`src/hw/sce_consts.svh`:
```
/*
 Constants of the scale command executor: host count, command codes,
 timing figures and counter limits.
 Assumes a 125 MHz system clock; included by package and modules.
*/
`ifndef SCE_CONSTS_SVH
`define SCE_CONSTS_SVH

// ---------------------------------------------------------------
// Host interfaces and command codes
// ---------------------------------------------------------------
`define SCE_NUM_HOSTS 2
`define SCE_CODE_W 8
`define SCE_CMD_DEL_STATS 8'h74
`define SCE_CMD_SHOW_TOTAL 8'h75
`define SCE_CMD_EMPTY_OFF 8'h76
`define SCE_CMD_SINGLE_START 8'h79
`define SCE_CMD_FORCE_TARE 8'h7A
`define SCE_CMD_FORCE_INSP 8'h7B
`define SCE_CMD_RESID_EMPTY 8'h7C
`define SCE_CMD_SHOW_WEIGHT 8'h7D
`define SCE_CMD_SHOW_LOG 8'h7E
`define SCE_CMD_FINISH_NO_EMPTY 8'h7F

// ---------------------------------------------------------------
// Timing
// ---------------------------------------------------------------
`define SCE_CLK_KHZ 125000
`define SCE_TOTAL_HOLD_MS 5000
`define SCE_LOG_STEP_MS 4000
`define SCE_TMR_W 30
`define SCE_LOG_LAST 3'h4

// ---------------------------------------------------------------
// Tare and inspection intervals in starts
// ---------------------------------------------------------------
`define SCE_CNT_W 8
`define SCE_TARE_INTERVAL 8'h0A
`define SCE_INSP_INTERVAL 8'h14

`endif

```
`src/hw/sce_pkg.sv`:
```
/*
 Types of the scale command executor.
 Assumes sce_consts.svh is on the include path.
*/
`include "sce_consts.svh"

package sce_pkg;

   typedef struct packed {
      logic valid;
      logic [`SCE_CODE_W-1:0] code;
   } sce_cmd_t;

   typedef struct packed {
      logic ack;
      logic err;
   } sce_rsp_t;

   typedef struct packed {
      logic clr_stats;
      logic empty_off;
      logic single_start;
      logic resid_empty;
      logic finish_no_empty;
   } sce_act_t;

   typedef enum logic [2:0] {
      DISP_WEIGHT,
      DISP_TOTAL1,
      DISP_LOG_ID,
      DISP_GROSS_NET,
      DISP_TARE,
      DISP_LOG_TOTAL1,
      DISP_SETPOINT
   } sce_disp_t;

endpackage : sce_pkg
```
`src/hw/sce_cmd_exec.sv`:
```
/*
 Scale command executor for codes 116 to 127: host port arbitration,
 state checks, action pulses, tare and inspection counters, display.
 Assumes all inputs come from logic on clk_sys; the weighing sequencer
 outside consumes the action pulses and reports cycle state.
*/
`timescale 1ns/1ps
`include "sce_consts.svh"

module sce_cmd_exec
   import sce_pkg::*;
#(
   parameter int unsigned TOTAL_HOLD_CYC = `SCE_TOTAL_HOLD_MS * `SCE_CLK_KHZ,
   parameter int unsigned LOG_STEP_CYC = `SCE_LOG_STEP_MS * `SCE_CLK_KHZ
)
(
   input wire logic clk_sys,
   input wire logic rst,
   input sce_cmd_t host_cmd [`SCE_NUM_HOSTS],
   output sce_rsp_t host_rsp [`SCE_NUM_HOSTS],
   input wire logic cycle_running,
   input wire logic automatic_totalizing_mode,
   input wire logic emptying,
   input wire logic cont_start,
   input wire logic tare_done,
   input wire logic insp_done,
   input wire logic reg_optimal,
   output sce_act_t act_q,
   output logic tare_due_q,
   output logic insp_due_q,
   output sce_disp_t disp_q
);

   localparam int N = `SCE_NUM_HOSTS;

   logic [N-1:0] grant;
   logic [N-1:0] pend_vec;
   logic [`SCE_CODE_W-1:0] code_arr [N];
   logic gvalid;
   logic [`SCE_CODE_W-1:0] gcode;
   logic cmd_ok;
   logic show_total, show_weight, show_log;
   logic set_tare, set_insp;
   sce_act_t act_d;

   // ---------------------------------------------------------------
   // Host ports
   // ---------------------------------------------------------------
   // A code is latched per port; a second one before the answer is
   // dropped, since hosts wait for the answer anyway.
   for (genvar i = 0; i < N; i++)
   begin : g_host
      logic pend_q, pend_d;
      logic [`SCE_CODE_W-1:0] code_q, code_d;
      sce_rsp_t rsp_q, rsp_d;

      always_comb
      begin
         pend_d = pend_q;
         code_d = code_q;
         rsp_d.ack = grant[i] & cmd_ok;
         rsp_d.err = grant[i] & ~cmd_ok;
         if (grant[i])
            pend_d = 1'b0;
         if (host_cmd[i].valid && !pend_q)
         begin
            pend_d = 1'b1;
            code_d = host_cmd[i].code;
         end
      end

      always_ff @(posedge clk_sys)
      begin
         if (rst)
         begin
            pend_q <= 1'b0;
            code_q <= '0;
            rsp_q <= '0;
         end
         else
         begin
            pend_q <= pend_d;
            code_q <= code_d;
            rsp_q <= rsp_d;
         end
      end

      assign pend_vec[i] = pend_q;
      assign code_arr[i] = code_q;
      assign host_rsp[i] = rsp_q;
   end

   // Lowest port wins; others wait a cycle
   always_comb
   begin
      grant = '0;
      gvalid = 1'b0;
      gcode = '0;
      for (int i = 0; i < N; i++)
      begin
         if (pend_vec[i] && !gvalid)
         begin
            grant[i] = 1'b1;
            gvalid = 1'b1;
            gcode = code_arr[i];
         end
      end
   end

   // ---------------------------------------------------------------
   // Decode and state check
   // ---------------------------------------------------------------
   always_comb
   begin
      cmd_ok = 1'b0;
      act_d = '0;
      show_total = 1'b0;
      show_weight = 1'b0;
      show_log = 1'b0;
      set_tare = 1'b0;
      set_insp = 1'b0;
      if (gvalid)
      begin
         unique case (gcode)
            `SCE_CMD_DEL_STATS:
            begin
               cmd_ok = !cycle_running;
               act_d.clr_stats = cmd_ok;
            end
            `SCE_CMD_SHOW_TOTAL:
            begin
               cmd_ok = 1'b1;
               show_total = 1'b1;
            end
            `SCE_CMD_EMPTY_OFF:
            begin
               cmd_ok = !cycle_running;
               act_d.empty_off = cmd_ok;
            end
            `SCE_CMD_SINGLE_START:
            begin
               cmd_ok = !cycle_running;
               act_d.single_start = cmd_ok;
            end
            `SCE_CMD_FORCE_TARE:
            begin
               cmd_ok = 1'b1;
               set_tare = 1'b1;
            end
            `SCE_CMD_FORCE_INSP:
            begin
               cmd_ok = 1'b1;
               set_insp = 1'b1;
            end
            `SCE_CMD_RESID_EMPTY:
            begin
               cmd_ok = cycle_running;
               act_d.resid_empty = cmd_ok;
            end
            `SCE_CMD_SHOW_WEIGHT:
            begin
               cmd_ok = 1'b1;
               show_weight = 1'b1;
            end
            `SCE_CMD_SHOW_LOG:
            begin
               cmd_ok = 1'b1;
               show_log = 1'b1;
            end
            `SCE_CMD_FINISH_NO_EMPTY:
            begin
               cmd_ok = (cycle_running && automatic_totalizing_mode) || emptying;
               act_d.finish_no_empty = cmd_ok;
            end
            // Codes outside this set are refused
            default: cmd_ok = 1'b0;
         endcase
      end
   end

   always_ff @(posedge clk_sys)
   begin
      if (rst)
         act_q <= '0;
      else
         act_q <= act_d;
   end

   // ---------------------------------------------------------------
   // Tare and inspection counters
   // ---------------------------------------------------------------
   logic force_tare_q, force_tare_d, force_insp_q, force_insp_d;
   logic insp_run_q, insp_run_d, start_evt;
   logic [`SCE_CNT_W-1:0] tare_cnt_q, tare_cnt_d, insp_cnt_q, insp_cnt_d;
   logic tare_due_d, insp_due_d;

   // Counters advance on single and continuous starts alike
   assign start_evt = act_q.single_start | cont_start;

   always_comb
   begin
      force_tare_d = force_tare_q;
      force_insp_d = force_insp_q;
      insp_run_d = insp_run_q;
      tare_cnt_d = tare_cnt_q;
      insp_cnt_d = insp_cnt_q;
      if (start_evt && tare_cnt_q != `SCE_TARE_INTERVAL)
         tare_cnt_d = tare_cnt_q + `SCE_CNT_W'(1);
      if (start_evt && insp_run_q && insp_cnt_q != `SCE_INSP_INTERVAL)
         insp_cnt_d = insp_cnt_q + `SCE_CNT_W'(1);
      if (tare_done)
      begin
         force_tare_d = 1'b0;
         tare_cnt_d = '0;
      end
      if (insp_done)
      begin
         force_insp_d = 1'b0;
         insp_cnt_d = '0;
         insp_run_d = 1'b0;
      end
      else if (reg_optimal)
         insp_run_d = 1'b1;
      // Set wins over a clear in the same cycle
      if (set_tare)
         force_tare_d = 1'b1;
      if (set_insp)
         force_insp_d = 1'b1;
      tare_due_d = force_tare_d || tare_cnt_d == `SCE_TARE_INTERVAL;
      insp_due_d = force_insp_d || insp_cnt_d == `SCE_INSP_INTERVAL;
   end

   always_ff @(posedge clk_sys)
   begin
      if (rst)
      begin
         force_tare_q <= 1'b0;
         force_insp_q <= 1'b0;
         insp_run_q <= 1'b1;
         tare_cnt_q <= '0;
         insp_cnt_q <= '0;
         tare_due_q <= 1'b0;
         insp_due_q <= 1'b0;
      end
      else
      begin
         force_tare_q <= force_tare_d;
         force_insp_q <= force_insp_d;
         insp_run_q <= insp_run_d;
         tare_cnt_q <= tare_cnt_d;
         insp_cnt_q <= insp_cnt_d;
         tare_due_q <= tare_due_d;
         insp_due_q <= insp_due_d;
      end
   end

   // ---------------------------------------------------------------
   // Display selection
   // ---------------------------------------------------------------
   sce_disp_seq #(
      .HOLD_CYC(TOTAL_HOLD_CYC),
      .STEP_CYC(LOG_STEP_CYC)
   ) u_disp (
      .clk_sys(clk_sys),
      .rst(rst),
      .show_total(show_total),
      .show_weight(show_weight),
      .show_log(show_log),
      .automatic_totalizing_mode(automatic_totalizing_mode),
      .disp_q(disp_q)
   );
endmodule : sce_cmd_exec

```
`src/hw/sce_disp_seq.sv`:
```
/*
 Display selector: trade weight or total 1, the 5 s fallback and the
 timed walk through the log values.
 Assumes one-cycle command pulses on clk_sys from the executor.
*/
`timescale 1ns/1ps
`include "sce_consts.svh"

module sce_disp_seq
   import sce_pkg::*;
#(
   parameter int unsigned HOLD_CYC = 625000000,
   parameter int unsigned STEP_CYC = 500000000
)
(
   input wire logic clk_sys,
   input wire logic rst,
   input wire logic show_total,
   input wire logic show_weight,
   input wire logic show_log,
   input wire logic automatic_totalizing_mode,
   output sce_disp_t disp_q
);

   sce_disp_t base_q, base_d, disp_d;
   logic seq_q, seq_d;
   logic [2:0] step_q, step_d;
   logic [`SCE_TMR_W-1:0] tmr_q, tmr_d;

   // ---------------------------------------------------------------
   // Next state
   // ---------------------------------------------------------------
   always_comb
   begin
      base_d = base_q;
      seq_d = seq_q;
      step_d = step_q;
      tmr_d = tmr_q;
      if (show_log)
      begin
         seq_d = 1'b1;
         step_d = 3'h0;
         tmr_d = '0;
      end
      else if (seq_q)
      begin
         if (tmr_q == `SCE_TMR_W'(STEP_CYC - 1))
         begin
            // Timer restarts so a pending total 1 gets its full hold
            tmr_d = '0;
            if (step_q == `SCE_LOG_LAST)
               seq_d = 1'b0;
            else
               step_d = step_q + 3'h1;
         end
         else
            tmr_d = tmr_q + `SCE_TMR_W'(1);
      end
      else if (base_q == DISP_TOTAL1 && !automatic_totalizing_mode)
      begin
         if (tmr_q == `SCE_TMR_W'(HOLD_CYC - 1))
         begin
            base_d = DISP_WEIGHT;
            tmr_d = '0;
         end
         else
            tmr_d = tmr_q + `SCE_TMR_W'(1);
      end
      if (show_total)
      begin
         base_d = DISP_TOTAL1;
         if (!seq_d)
            tmr_d = '0;
      end
      if (show_weight)
         base_d = DISP_WEIGHT;
      if (seq_d)
         unique case (step_d)
            3'h0: disp_d = DISP_LOG_ID;
            3'h1: disp_d = DISP_GROSS_NET;
            3'h2: disp_d = DISP_TARE;
            3'h3: disp_d = DISP_LOG_TOTAL1;
            default: disp_d = DISP_SETPOINT;
         endcase
      else
         disp_d = base_d;
   end

   always_ff @(posedge clk_sys)
   begin
      if (rst)
      begin
         base_q <= DISP_WEIGHT;
         seq_q <= 1'b0;
         step_q <= 3'h0;
         tmr_q <= '0;
         disp_q <= DISP_WEIGHT;
      end
      else
      begin
         base_q <= base_d;
         seq_q <= seq_d;
         step_q <= step_d;
         tmr_q <= tmr_d;
         disp_q <= disp_d;
      end
   end
endmodule : sce_disp_seq

```
`config.mk`:
```
export PLATFORM = sky130hd
export DESIGN_NAME = sce_cmd_exec
export DESIGN_NICKNAME = d
export VERILOG_FILES = /design/src/hw/sce_pkg.sv /design/src/hw/sce_cmd_exec.sv /design/src/hw/sce_disp_seq.sv
export VERILOG_INCLUDE_DIRS = /design/src /design/src/hw
export SDC_FILE = /design/constraint.sdc
export NUM_CORES = 1
export LEC_CHECK = 0
export BUFFER_PORTS_ARGS = -buffer_cell sky130_fd_sc_hd__buf_2
export CAP_MARGIN = 20
export CELL_PAD_IN_SITES_DETAIL_PLACEMENT = 0
export CELL_PAD_IN_SITES_GLOBAL_PLACEMENT = 1
export CORE_UTILIZATION = 25
export CTS_CLUSTER_DIAMETER = 40
export DETAILED_ROUTE_END_ITERATION = 16
export GPL_TIMING_DRIVEN = 0
export MAX_ROUTING_LAYER = met4
export PLACE_DENSITY_LB_ADDON = 0.1
export SLEW_MARGIN = 20
export SYNTH_ARGS = -nofsm -noshare
export SYNTH_HDL_FRONTEND = slang
export SYNTH_HIERARCHICAL = 1
export SYNTH_SLANG_ARGS = --single-unit
```
`constraint.sdc`:
```
create_clock -name clk_sys -period 5.2 [get_ports clk_sys]
set_input_delay 0.26 -clock clk_sys [delete_from_list [all_inputs] [get_ports clk_sys]]
set_output_delay 0.26 -clock clk_sys [all_outputs]
set_load 0.005 [all_outputs]
```
Yosys cells after proc, flatten, opt, wreduce, memory -nomap -nowiden
Index checks and enable logic that the tools add are counted.
Storage, ports and cells
  register bits after elaboration: 88
  output and inout bits: 14
  word-level logic and storage cells: 143
Cells by class
  add/sub/neg operators: 4
  eq/ne operators: 21
  multiplexer cells: 54
  bitwise logic cells: 12
  reduce and logical (&&, ||, !) cells: 27
Operators with widths (count)
  $mux 30: 7
  $eq 8x7->1 const B: 10
  $mux 8: 6
  $mux 3: 11
  $add 30x1->30 const B: 1
  $eq 30x29->1 const B: 1
  $eq 30x30->1 const B: 1
  $mux 1: 28
  $reduce_or 3->1: 6
  $add 8x1->8 const B: 2
  $pmux 3 s4: 1
  $eq 8x4->1 const B: 1
  $eq 8x5->1 const B: 1
  $logic_and 1x1->1: 8
  $ne 8x4->1 const B: 1
  $ne 8x5->1 const B: 1
  $not 1->1: 7
  $eq 3x1->1 const B: 2
  $eq 3x2->1 const B: 2
  $reduce_bool 2->1: 3
  $logic_not 1->1: 5
  $reduce_or 5->1: 1
  $and 1x1->1: 4
  $pmux 1 s4: 1
  5 further kinds: 7

Longest topological paths before layout
Gate-level depths: netlist of run 1.
  depth after elaboration: 11
  depth in mapped cells: 10
  mapped depth without buffers: 8

By module
Netlist of run 1, hierarchy kept.
Modules (own cells, without submodules)
  sce_cmd_exec: times used 1, cells an instance 274, area an instance 2233.4 µm², seq. area each 960.9 µm²
  sce_disp_seq: times used 1, cells an instance 266, area an instance 2155.8 µm², seq. area each 800.8 µm²

Least setup slack after synthesis of run 1
Ideal clock, no wire load.
  path kind: flip-flop to flip-flop
  start point: register u_disp.base_q[1]
  end point: register u_disp.tmr_q[25]
  library setup time: 0.116 ns
  data arrival time: 2.043 ns
  setup slack: 3.041 ns
  stages on the path, launching flop included: 7
  buffers on the path: 1
  cell sequence: dfxtp_1 -> or4b_1 -> buf_2 -> a2111o_1 -> or4_1 -> xor2_1 -> nor2_2
On the way
  longest elaborated chain between the ends: 7
Ends and longest elaborated chain
  start, declared: RTL line sce_disp_seq.sv:25  | sce_disp_t base_q, base_d, disp_d;
  start signal, assigned: RTL line sce_disp_seq.sv:101  | base_q <= base_d;
  $eq 3x1->1 *: RTL line sce_disp_seq.sv:59  | else if (base_q == DISP_TOTAL1 && !automatic_totalizing_mode)
  $logic_and 1x1->1 *: RTL line sce_disp_seq.sv:59
  $mux 30 *: RTL line sce_disp_seq.sv:59
  $mux 30 *: RTL line sce_disp_seq.sv:45  | else if (seq_q)
  $mux 30 *: RTL line sce_disp_seq.sv:39  | if (show_log)
  $mux 30: RTL line sce_disp_seq.sv:72  | if (!seq_d)
  $mux 30 *: RTL line sce_disp_seq.sv:69  | if (show_total)
  end signal, assigned: RTL line sce_disp_seq.sv:104  | tmr_q <= tmr_d;
  end, declared: RTL line sce_disp_seq.sv:28  | logic [`SCE_TMR_W-1:0] tmr_q, tmr_d;
Every way passes the cells marked *; elsewhere a longest branch is shown, timed or not.
A chain may end at the register's enable or synchronous reset.

Worst setup path after layout of run 1
  start point: register g_host[0].pend_q
  end point: register u_disp.tmr_q[15]
On the way
  elaborated cells on any way between the ends: 16
RTL lines
  start, declared: RTL line sce_cmd_exec.sv:53  | logic pend_q, pend_d;
  start signal, assigned: RTL line sce_cmd_exec.sv:82  | pend_q <= pend_d;
  $mux 1: RTL line sce_cmd_exec.sv:101  | if (pend_vec[i] && !gvalid)
  $logic_not 1->1: RTL line sce_cmd_exec.sv:101
  $logic_and 1x1->1: RTL line sce_cmd_exec.sv:101
  $mux 8: RTL line sce_cmd_exec.sv:101
  $eq 8x7->1: RTL line sce_cmd_exec.sv:124  | unique case (gcode)
  $mux 1: RTL line sce_cmd_exec.sv:124
  $mux 1 *: RTL line sce_cmd_exec.sv:122  | if (gvalid)
  via show_total: RTL line sce_cmd_exec.sv:42  | logic show_total, show_weight, show_log;
  $mux 30 *: RTL line sce_disp_seq.sv:69
The timed path passes the listed nets; every way through them passes the cells marked *.

==> results of run 1 <==
[sequential cells by signal, indices dropped and copies added (netlist names), 2 cells and up]
register and flops:
u_disp/step_q 3, u_disp/base_q 3, u_disp/tmr_q 30, g_host.pend_q 2
act_q 5, g_host.code_q 16, host_rsp 4, tare_cnt_q 8
insp_cnt_q 8, u_disp/disp_q 3
[synth_stat cells (3+ instances only)]
cell / count / area share
and2_1: 5 / 0.0071
ha_1: 7 / 0.020
buf_2: 4 / 0.0046
nor3b_1: 3 / 0.0051
nand2_1: 68 / 0.058
and3_1: 5 / 0.0071
or3_1: 8 / 0.011
o211ai_1: 3 / 0.0051
or4b_1: 3 / 0.0068
o21bai_1: 3 / 0.0051
dfxtp_1: 88 / 0.40
a41oi_1: 3 / 0.0060
a311oi_1: 10 / 0.020
and4_1: 3 / 0.0060
nand2b_1: 11 / 0.016
a31oi_1: 7 / 0.010
a21oi_1: 33 / 0.038
a211oi_1: 5 / 0.0086
o31ai_1: 3 / 0.0051
or4_1: 5 / 0.0086
nor4_1: 12 / 0.017
nand3_1: 18 / 0.021
o21ai_0: 17 / 0.019
inv_1: 15 / 0.013
nor2b_1: 6 / 0.0086
mux2i_1: 7 / 0.016
clkbuf_1: 21 / 0.018
nor3_1: 19 / 0.022
or2_2: 5 / 0.0071
nand4_1: 15 / 0.021
xor2_1: 14 / 0.028
nand3b_1: 8 / 0.014
nor2_1: 57 / 0.049
xnor2_1: 12 / 0.024
[worst min path at each step]
stage	start	to	slack, ns	cells past startpoint
6_report	insp_done	insp_run_q	0.10	2
5_1_grt	insp_done	insp_run_q	0.1	2
4_1_cts	insp_done	insp_run_q	0.09	2
3_5_place_dp	g_host[0].code_q[7]	g_host[0].code_q[7]	0.45	2
3_3_place_gp	g_host[1].code_q[5]	g_host[1].code_q[5]	0.44	2
2_1_floorplan	cycle_running	act_q[2]	0.34	1
[power breakdown]
group	switching [mW]	leakage (nW)	internal, mW
sequential	0.00923	0.713	0.684
clock	0.283	0.146	0.373
combinational	0.0407	0.955	0.0260
[per-layer routing]
layer / global-route usage / wire (µm) / up-vias
li1: - / - / 2060
met1: 0.208 / 6410 / 1891
met2: 0.207 / 5070 / 72
met3: 0.0236 / 462 / 20
met4: 0.0599 / 225 / 0
met5: - / 0 / -
[logic make-up after synthesis]
group,synth area share
AO/OA/AOI/OAI,0.166
XOR/XNOR,0.0519
adder cells (fa/ha/maj),0.0200
buffers and inverters,0.0365
flip-flops,0.401
multiplexers,0.0185
AND/OR/NAND/NOR,0.306
[layout make-up]
class	instances	area, µm²	area share
Multi-Input combinational cell	411	2470	0.478
Sequential cell	88	1760	0.341
Tap cell	225	282	0.0545
Clock buffer	9	225	0.0436
Timing Repair Buffer	39	195	0.0378
Buffer	26	104	0.0201
Clock inverter	7	70.1	0.0136
Inverter	15	56.3	0.0109
[worst max-delay path: stages, from the launching register on]
cell,delay [ns]
dfxtp_1,0.38
clkbuf_1,0.32
clkbuf_1,0.44
nand2_1,0.11
o22ai_1,0.27
o21ai_0,0.24
nor2_1,0.32
inv_1,0.12
o211ai_1,0.23
buf_2,0.31
a311oi_1,0.08
[stage by stage]
step / setup slack [ns] / area [µm²]
3_3_place_gp: 2.26 / 4870
3_5_place_dp: 2.25 / 4870
6_report: 2.22 / 5160
5_1_grt: 1.87 / 5160
4_1_cts: 2.23 / 5160
2_1_floorplan: 3.04 / 4390
==> reports/metrics.yaml, run 1 <==
status:
  outcome: "completed"
setup_path:
  r2r_slack_ns: 2.22
  startpoint: "g_host[0].pend_q"
  critical_path.endpoint: "u_disp/tmr_q[15]"
  worst-endpoint-arrival_ns: 3.18
  timing.critical_path.from_type: "flop"
  worst_r2r_endpoint: "u_disp/tmr_q[15]"
  worst-setup-path-type: "flop to flop"
  cp_data_required_time_ns: 5.40
  timing.critical_path.fanout_max: 10
  ff2ff_path_depth: 10
  regToRegStartpoint: "g_host[0].pend_q"
  setup.worst_path.end_class: "flop"
floorplanning:
  initial_utilization: 0.255
  die_w_um: 135
  boundaryPins: 41
  die_h_um: 135
  floorplan.die_area_mm2: 0.0181
  placement_rows: 48
  core-area_mm2: 0.0172
synth:
  dominantRegCellSynth: "dfxtp_1"
  yosys_register_bits: 88
  synth.net_count: 574
  ys_types: 63
  syn_area_per_cell_um2: 8.13
  synthesis.instances: 540
  synth_edf_count: 0
  synth-seq-area-share: 0.401
  post_synth_instance_area_mm2: 0.00439
  ys_warn_count: 6
  async_reset_ff_frac: 0
layout:
  most_common_cell_after_layout_fill_and_taps_aside: "dfxtp_1"
  finish.net_count: 624
  syn_to_final_growth_pct: 17.6
  antenna_cells_inserted: 0
  layout.cells.most_common_list: "88 x dfxtp_1, 68 x nand2_1, 57 x nor2_1"
  layout-drive-gt1-share: 0.119
  cell_count_final_fillers_out: 820
  final.fill_count: 1837
  final_util: 0.299
grt:
  grt_overflow: 0
  grt_start_max_net_pins: 16
  groute.usage.overall: 0.147
  first_pass_grt_wire_length_um: 20000
  grt_pass1_vias: 3672
  grt_antenna_before_repair: 0
worst_hold_path:
  min_path_type: "input port to flop"
place:
  io_buffers: 39
  dpl.hpwl_um: 9080
  placedCellCount: 804
  routabilityCongestion: 0.820
pwr:
  report.power.total_mw: 1.42
  power_density_mw_per_mm2: 274
  total_leakage_power_nw: 1.81
  vdd_ir_drop_max_mv: 0.181
clocking:
  cts_htree_levels: 3
  post-cts-setup-buffer-count: 0
  cts_clock_pin_slew_for_the_worst_setup_and_hold_paths_ns: 0.07
  cts-root-to-sink-buffers: 2
  hold_buffers: 0
  cts_made_buffers: 9
  cts_repair_resize_count: 0
  tritoncts: "built"
  clock-root-buffer: "clkbuf_16"
  clkSinkCount: 88
  insertion_delay_ns: 0.35
route:
  detail_route.first_pass.iterations: 4
  wire_length_per_cell_um: 14.8
  vias_post_dr: 4043
  ant_nets: 0
  drc_errors: 0
  detail_route.iter0.violations: 211
  route.final.wire_length_um: 12200
  route.detailed.vias_per_inst: 4.93
sta:
  finalHoldViolations: 0
  slew-limit-headroom: 0.404
  maxClockFrequency_ghz: 0.336
  layout_min_cycle_time_ns: 2.98
  finalCritPeriodShare: 0.572
  clock_skew_ns: 0.00693
  setup-tns-final_ns: 0
  final.hold.worst_slack_ns: 0.102
  timing_max_transition_violations_final: 0
  max_slew.worst_pin.slew_ns: 0.888
  grt_setup_unrepaired: "false"
  finalSetupViolCount: 0
job:
  maxCapViolations: 0
Power figures use the tool's default switching activity.
==> run 2: changes to the inputs <==
clock period = 2.86 ns   (was 5.2 ns; I/O delays follow)
==> run 2 against run 1 <==
Compared with the run above: clock power rose by 83%; worst hold slack got worse by 0.071 ns; via count barely moved; fmax rose by 15%; combinational power rose by 84%; global-route usage did not move; sequential power rose by 82%; routed wire length rose by 0.30%; flip-flop and latch count did not move; first-iteration DRC count rose by 11%; register-to-register slack got worse by 2.0 ns; clock-buffer cell count did not move.
==> reports/metrics.yaml, run 2 (synthesis results as in run 1) <==
setup_path:
  worst-endpoint-arrival_ns: 2.82  # was 3.18 ns
  cp_data_required_time_ns: 3.09  # was 5.40 ns
  timing.critical_path.from_type: "flop"  # unchanged
  timing.critical_path.fanout_max: 10  # unchanged
  worst-setup-path-type: "flop to flop"  # unchanged
  setup.worst_path.end_class: "flop"  # unchanged
clocking:
  cts_htree_levels: 3  # unchanged
  clock-root-buffer: "clkbuf_16"  # unchanged
  clkSinkCount: 88  # unchanged
  post-cts-setup-buffer-count: 0  # unchanged
  tritoncts: "built"  # unchanged
  cts-root-to-sink-buffers: 2  # unchanged
  cts_made_buffers: 9  # unchanged
  cts_clock_pin_slew_for_the_worst_setup_and_hold_paths_ns: 0.07  # about the same
  insertion_delay_ns: 0.35  # about the same
floorplanning:
  floorplan.die_area_mm2: 0.0181  # unchanged
  initial_utilization: 0.255  # unchanged
  die_h_um: 135  # unchanged
  die_w_um: 135  # unchanged
  core-area_mm2: 0.0172  # unchanged
  placement_rows: 48  # unchanged
  boundaryPins: 41  # unchanged
worst_hold_path:
  min_path_type: "input port to flop"  # unchanged
sta:
  finalHoldViolations: 0  # unchanged
  grt_setup_unrepaired: "false"  # unchanged
  finalSetupViolCount: 0  # unchanged
  setup-tns-final_ns: 0  # unchanged
  timing_max_transition_violations_final: 0  # unchanged
  layout_min_cycle_time_ns: 2.59  # was 2.98 ns
  slew-limit-headroom: 0.406  # was 0.404
  finalCritPeriodShare: 0.905  # was 0.572
  final.hold.worst_slack_ns: 0.0314  # was 0.102 ns
  clock_skew_ns: 0.00689  # was 0.00693 ns
  max_slew.worst_pin.slew_ns: 0.885  # was 0.888 ns
  worst_slack_ns: 0.273  # was 2.22 ns
  maxClockFrequency_ghz: 0.386  # was 0.336 GHz
pwr:
  comb_power_share: 0.048  # was 0.047
  switch_pwr_uw: 609  # was 333 µW
  sequentialPowerShare: 0.489  # was 0.490
  p_clk_frac: 0.464  # was 0.463
  vdd_ir_drop_max_mv: 0.331  # was 0.181 mV
  cellInternalPower_mw: 1.97  # was 1.08 mW
  switching_share: 0.236  # was 0.235
  power_density_mw_per_mm2: 498  # was 274 mW/mm²
  total_leakage_power_nw: 1.82  # was 1.81 nW
layout:
  top_register: "u_disp/tmr_q"  # unchanged
  syn_to_final_growth_pct: 18.0  # was 17.6%
  layout-drive-gt1-share: 0.124  # was 0.119
  largest_reg_flops: 30  # unchanged
  antenna_cells_inserted: 0  # unchanged
  reg_top3: "u_disp/tmr_q (30), g_host.code_q (16)"  # unchanged
  final_util: 0.300  # was 0.299
  most_common_cell_after_layout_fill_and_taps_aside: "dfxtp_1"  # unchanged
  finish.net_count: 625  # was 624
  layout.cells.most_common_list: "88 x dfxtp_1, 68 x nand2_1, 56 x nor2_1"  # was 88 x dfxtp_1, 68 x nand2_1, 57 x nor2_1
route:
  vias_post_dr: 4047  # was 4043
  detail_route.iter0.violations: 234  # was 211
  route.final.wire_length_um: 12200  # about the same
  ant_nets: 0  # unchanged
  route.detailed.vias_per_inst: 4.93  # about the same
  wire_length_per_cell_um: 14.9  # was 14.8 µm
  detail_route.first_pass.iterations: 4  # unchanged
  drc_errors: 0  # unchanged
grt:
  first_pass_grt_wire_length_um: 20000  # unchanged
  grt_overflow: 0  # unchanged
  grt_antenna_before_repair: 0  # unchanged
  grt_pass1_vias: 3672  # unchanged
  groute.usage.overall: 0.147  # unchanged
  grt_start_max_net_pins: 16  # unchanged
status:
  outcome: "completed"  # unchanged
job:
  maxCapViolations: 0  # unchanged
place:
  io_buffers: 39  # unchanged
  dp_worst_setup_slack_ns: -0.0920  # was 2.25 ns
  dpl.hpwl_um: 9080  # unchanged
  routabilityCongestion: 0.820  # unchanged
==> run 2: cell types whose count changed in the layout (fill, tap and decap cells not counted), sizes merged <==
cell / change
dlygate4sd3: +1
clkbuf: +1
buf: -1
==> run 2: worst paths after layout <==
| check | startpoint | to | slack [ns] | cells past startpoint |
|---|---|---|---|---|
| max | u_disp/tmr_q[9] | u_disp/tmr_q[27] | 0.27 | 6 |
| min reg2reg | g_host[0].code_q[7] | g_host[0].code_q[7] | 0.46 | 2 |
| max reg2reg | u_disp/tmr_q[9] | u_disp/tmr_q[27] | 0.27 | 6 |
| min | host_cmd[2] | g_host[1].code_q[2] | 0.03 | 3 |
==> run 2: layout make-up <==
type / instances / area (µm²)
buffer: 26 / 109
clock buffer: 9 / 225
clock inverter: 7 / 70.1
fill: 1835 / 12100
inverter: 15 / 56.3
multi-input combinational: 411 / 2470
sequential: 88 / 1760
tap: 225 / 282
timing repair buffer: 40 / 205
==> run 2: worst max-delay path, stage by stage, from the launching register on <==
cell	delay, ns
dfxtp_1	0.38
or4b_1	0.60
nor4_2	0.57
nand2_1	0.32
o211ai_1	0.21
buf_2	0.31
nor2_1	0.08
==> run 2: metal layers <==
metal	routed length, µm	GRT usage	vias to the layer above
li1	-	-	2065
met1	6510	0.208	1892
met2	5090	0.207	72
met3	383	0.0236	18
met4	210	0.0599	0
met5	0	-	-
==> run 2: timing repair <==
action / 4_1_cts / 5_1_grt
cloned: 0 / 0
hold buffers: 1 / 0
hold endpoints to repair: 1 / 0
resized for setup: 1 / 4
setup endpoints to repair: 30 / 32
==> run 2: stage by stage <==
step / cells / total power, mW / instance area [µm²]
detailed placement: 804 / 1.41 / 4870
CTS: 821 / 2.63 / 5170
global route: 821 / 2.69 / 5180
finish: 821 / 2.58 / 5180
global placement: 804 / 1.41 / 4870
floorplan: 540 / 1.36 / 4390
==> run 2: power groups by stage <==
stage                     sequential, mW  clock (mW)  combinational [mW]
after floorplan                     1.28           0              0.0768
after global placement              1.29           0               0.123
after detailed placement            1.29           0               0.123
after CTS                           1.26        1.24               0.125
after global routing                1.26        1.29               0.141
final                               1.26        1.20               0.123
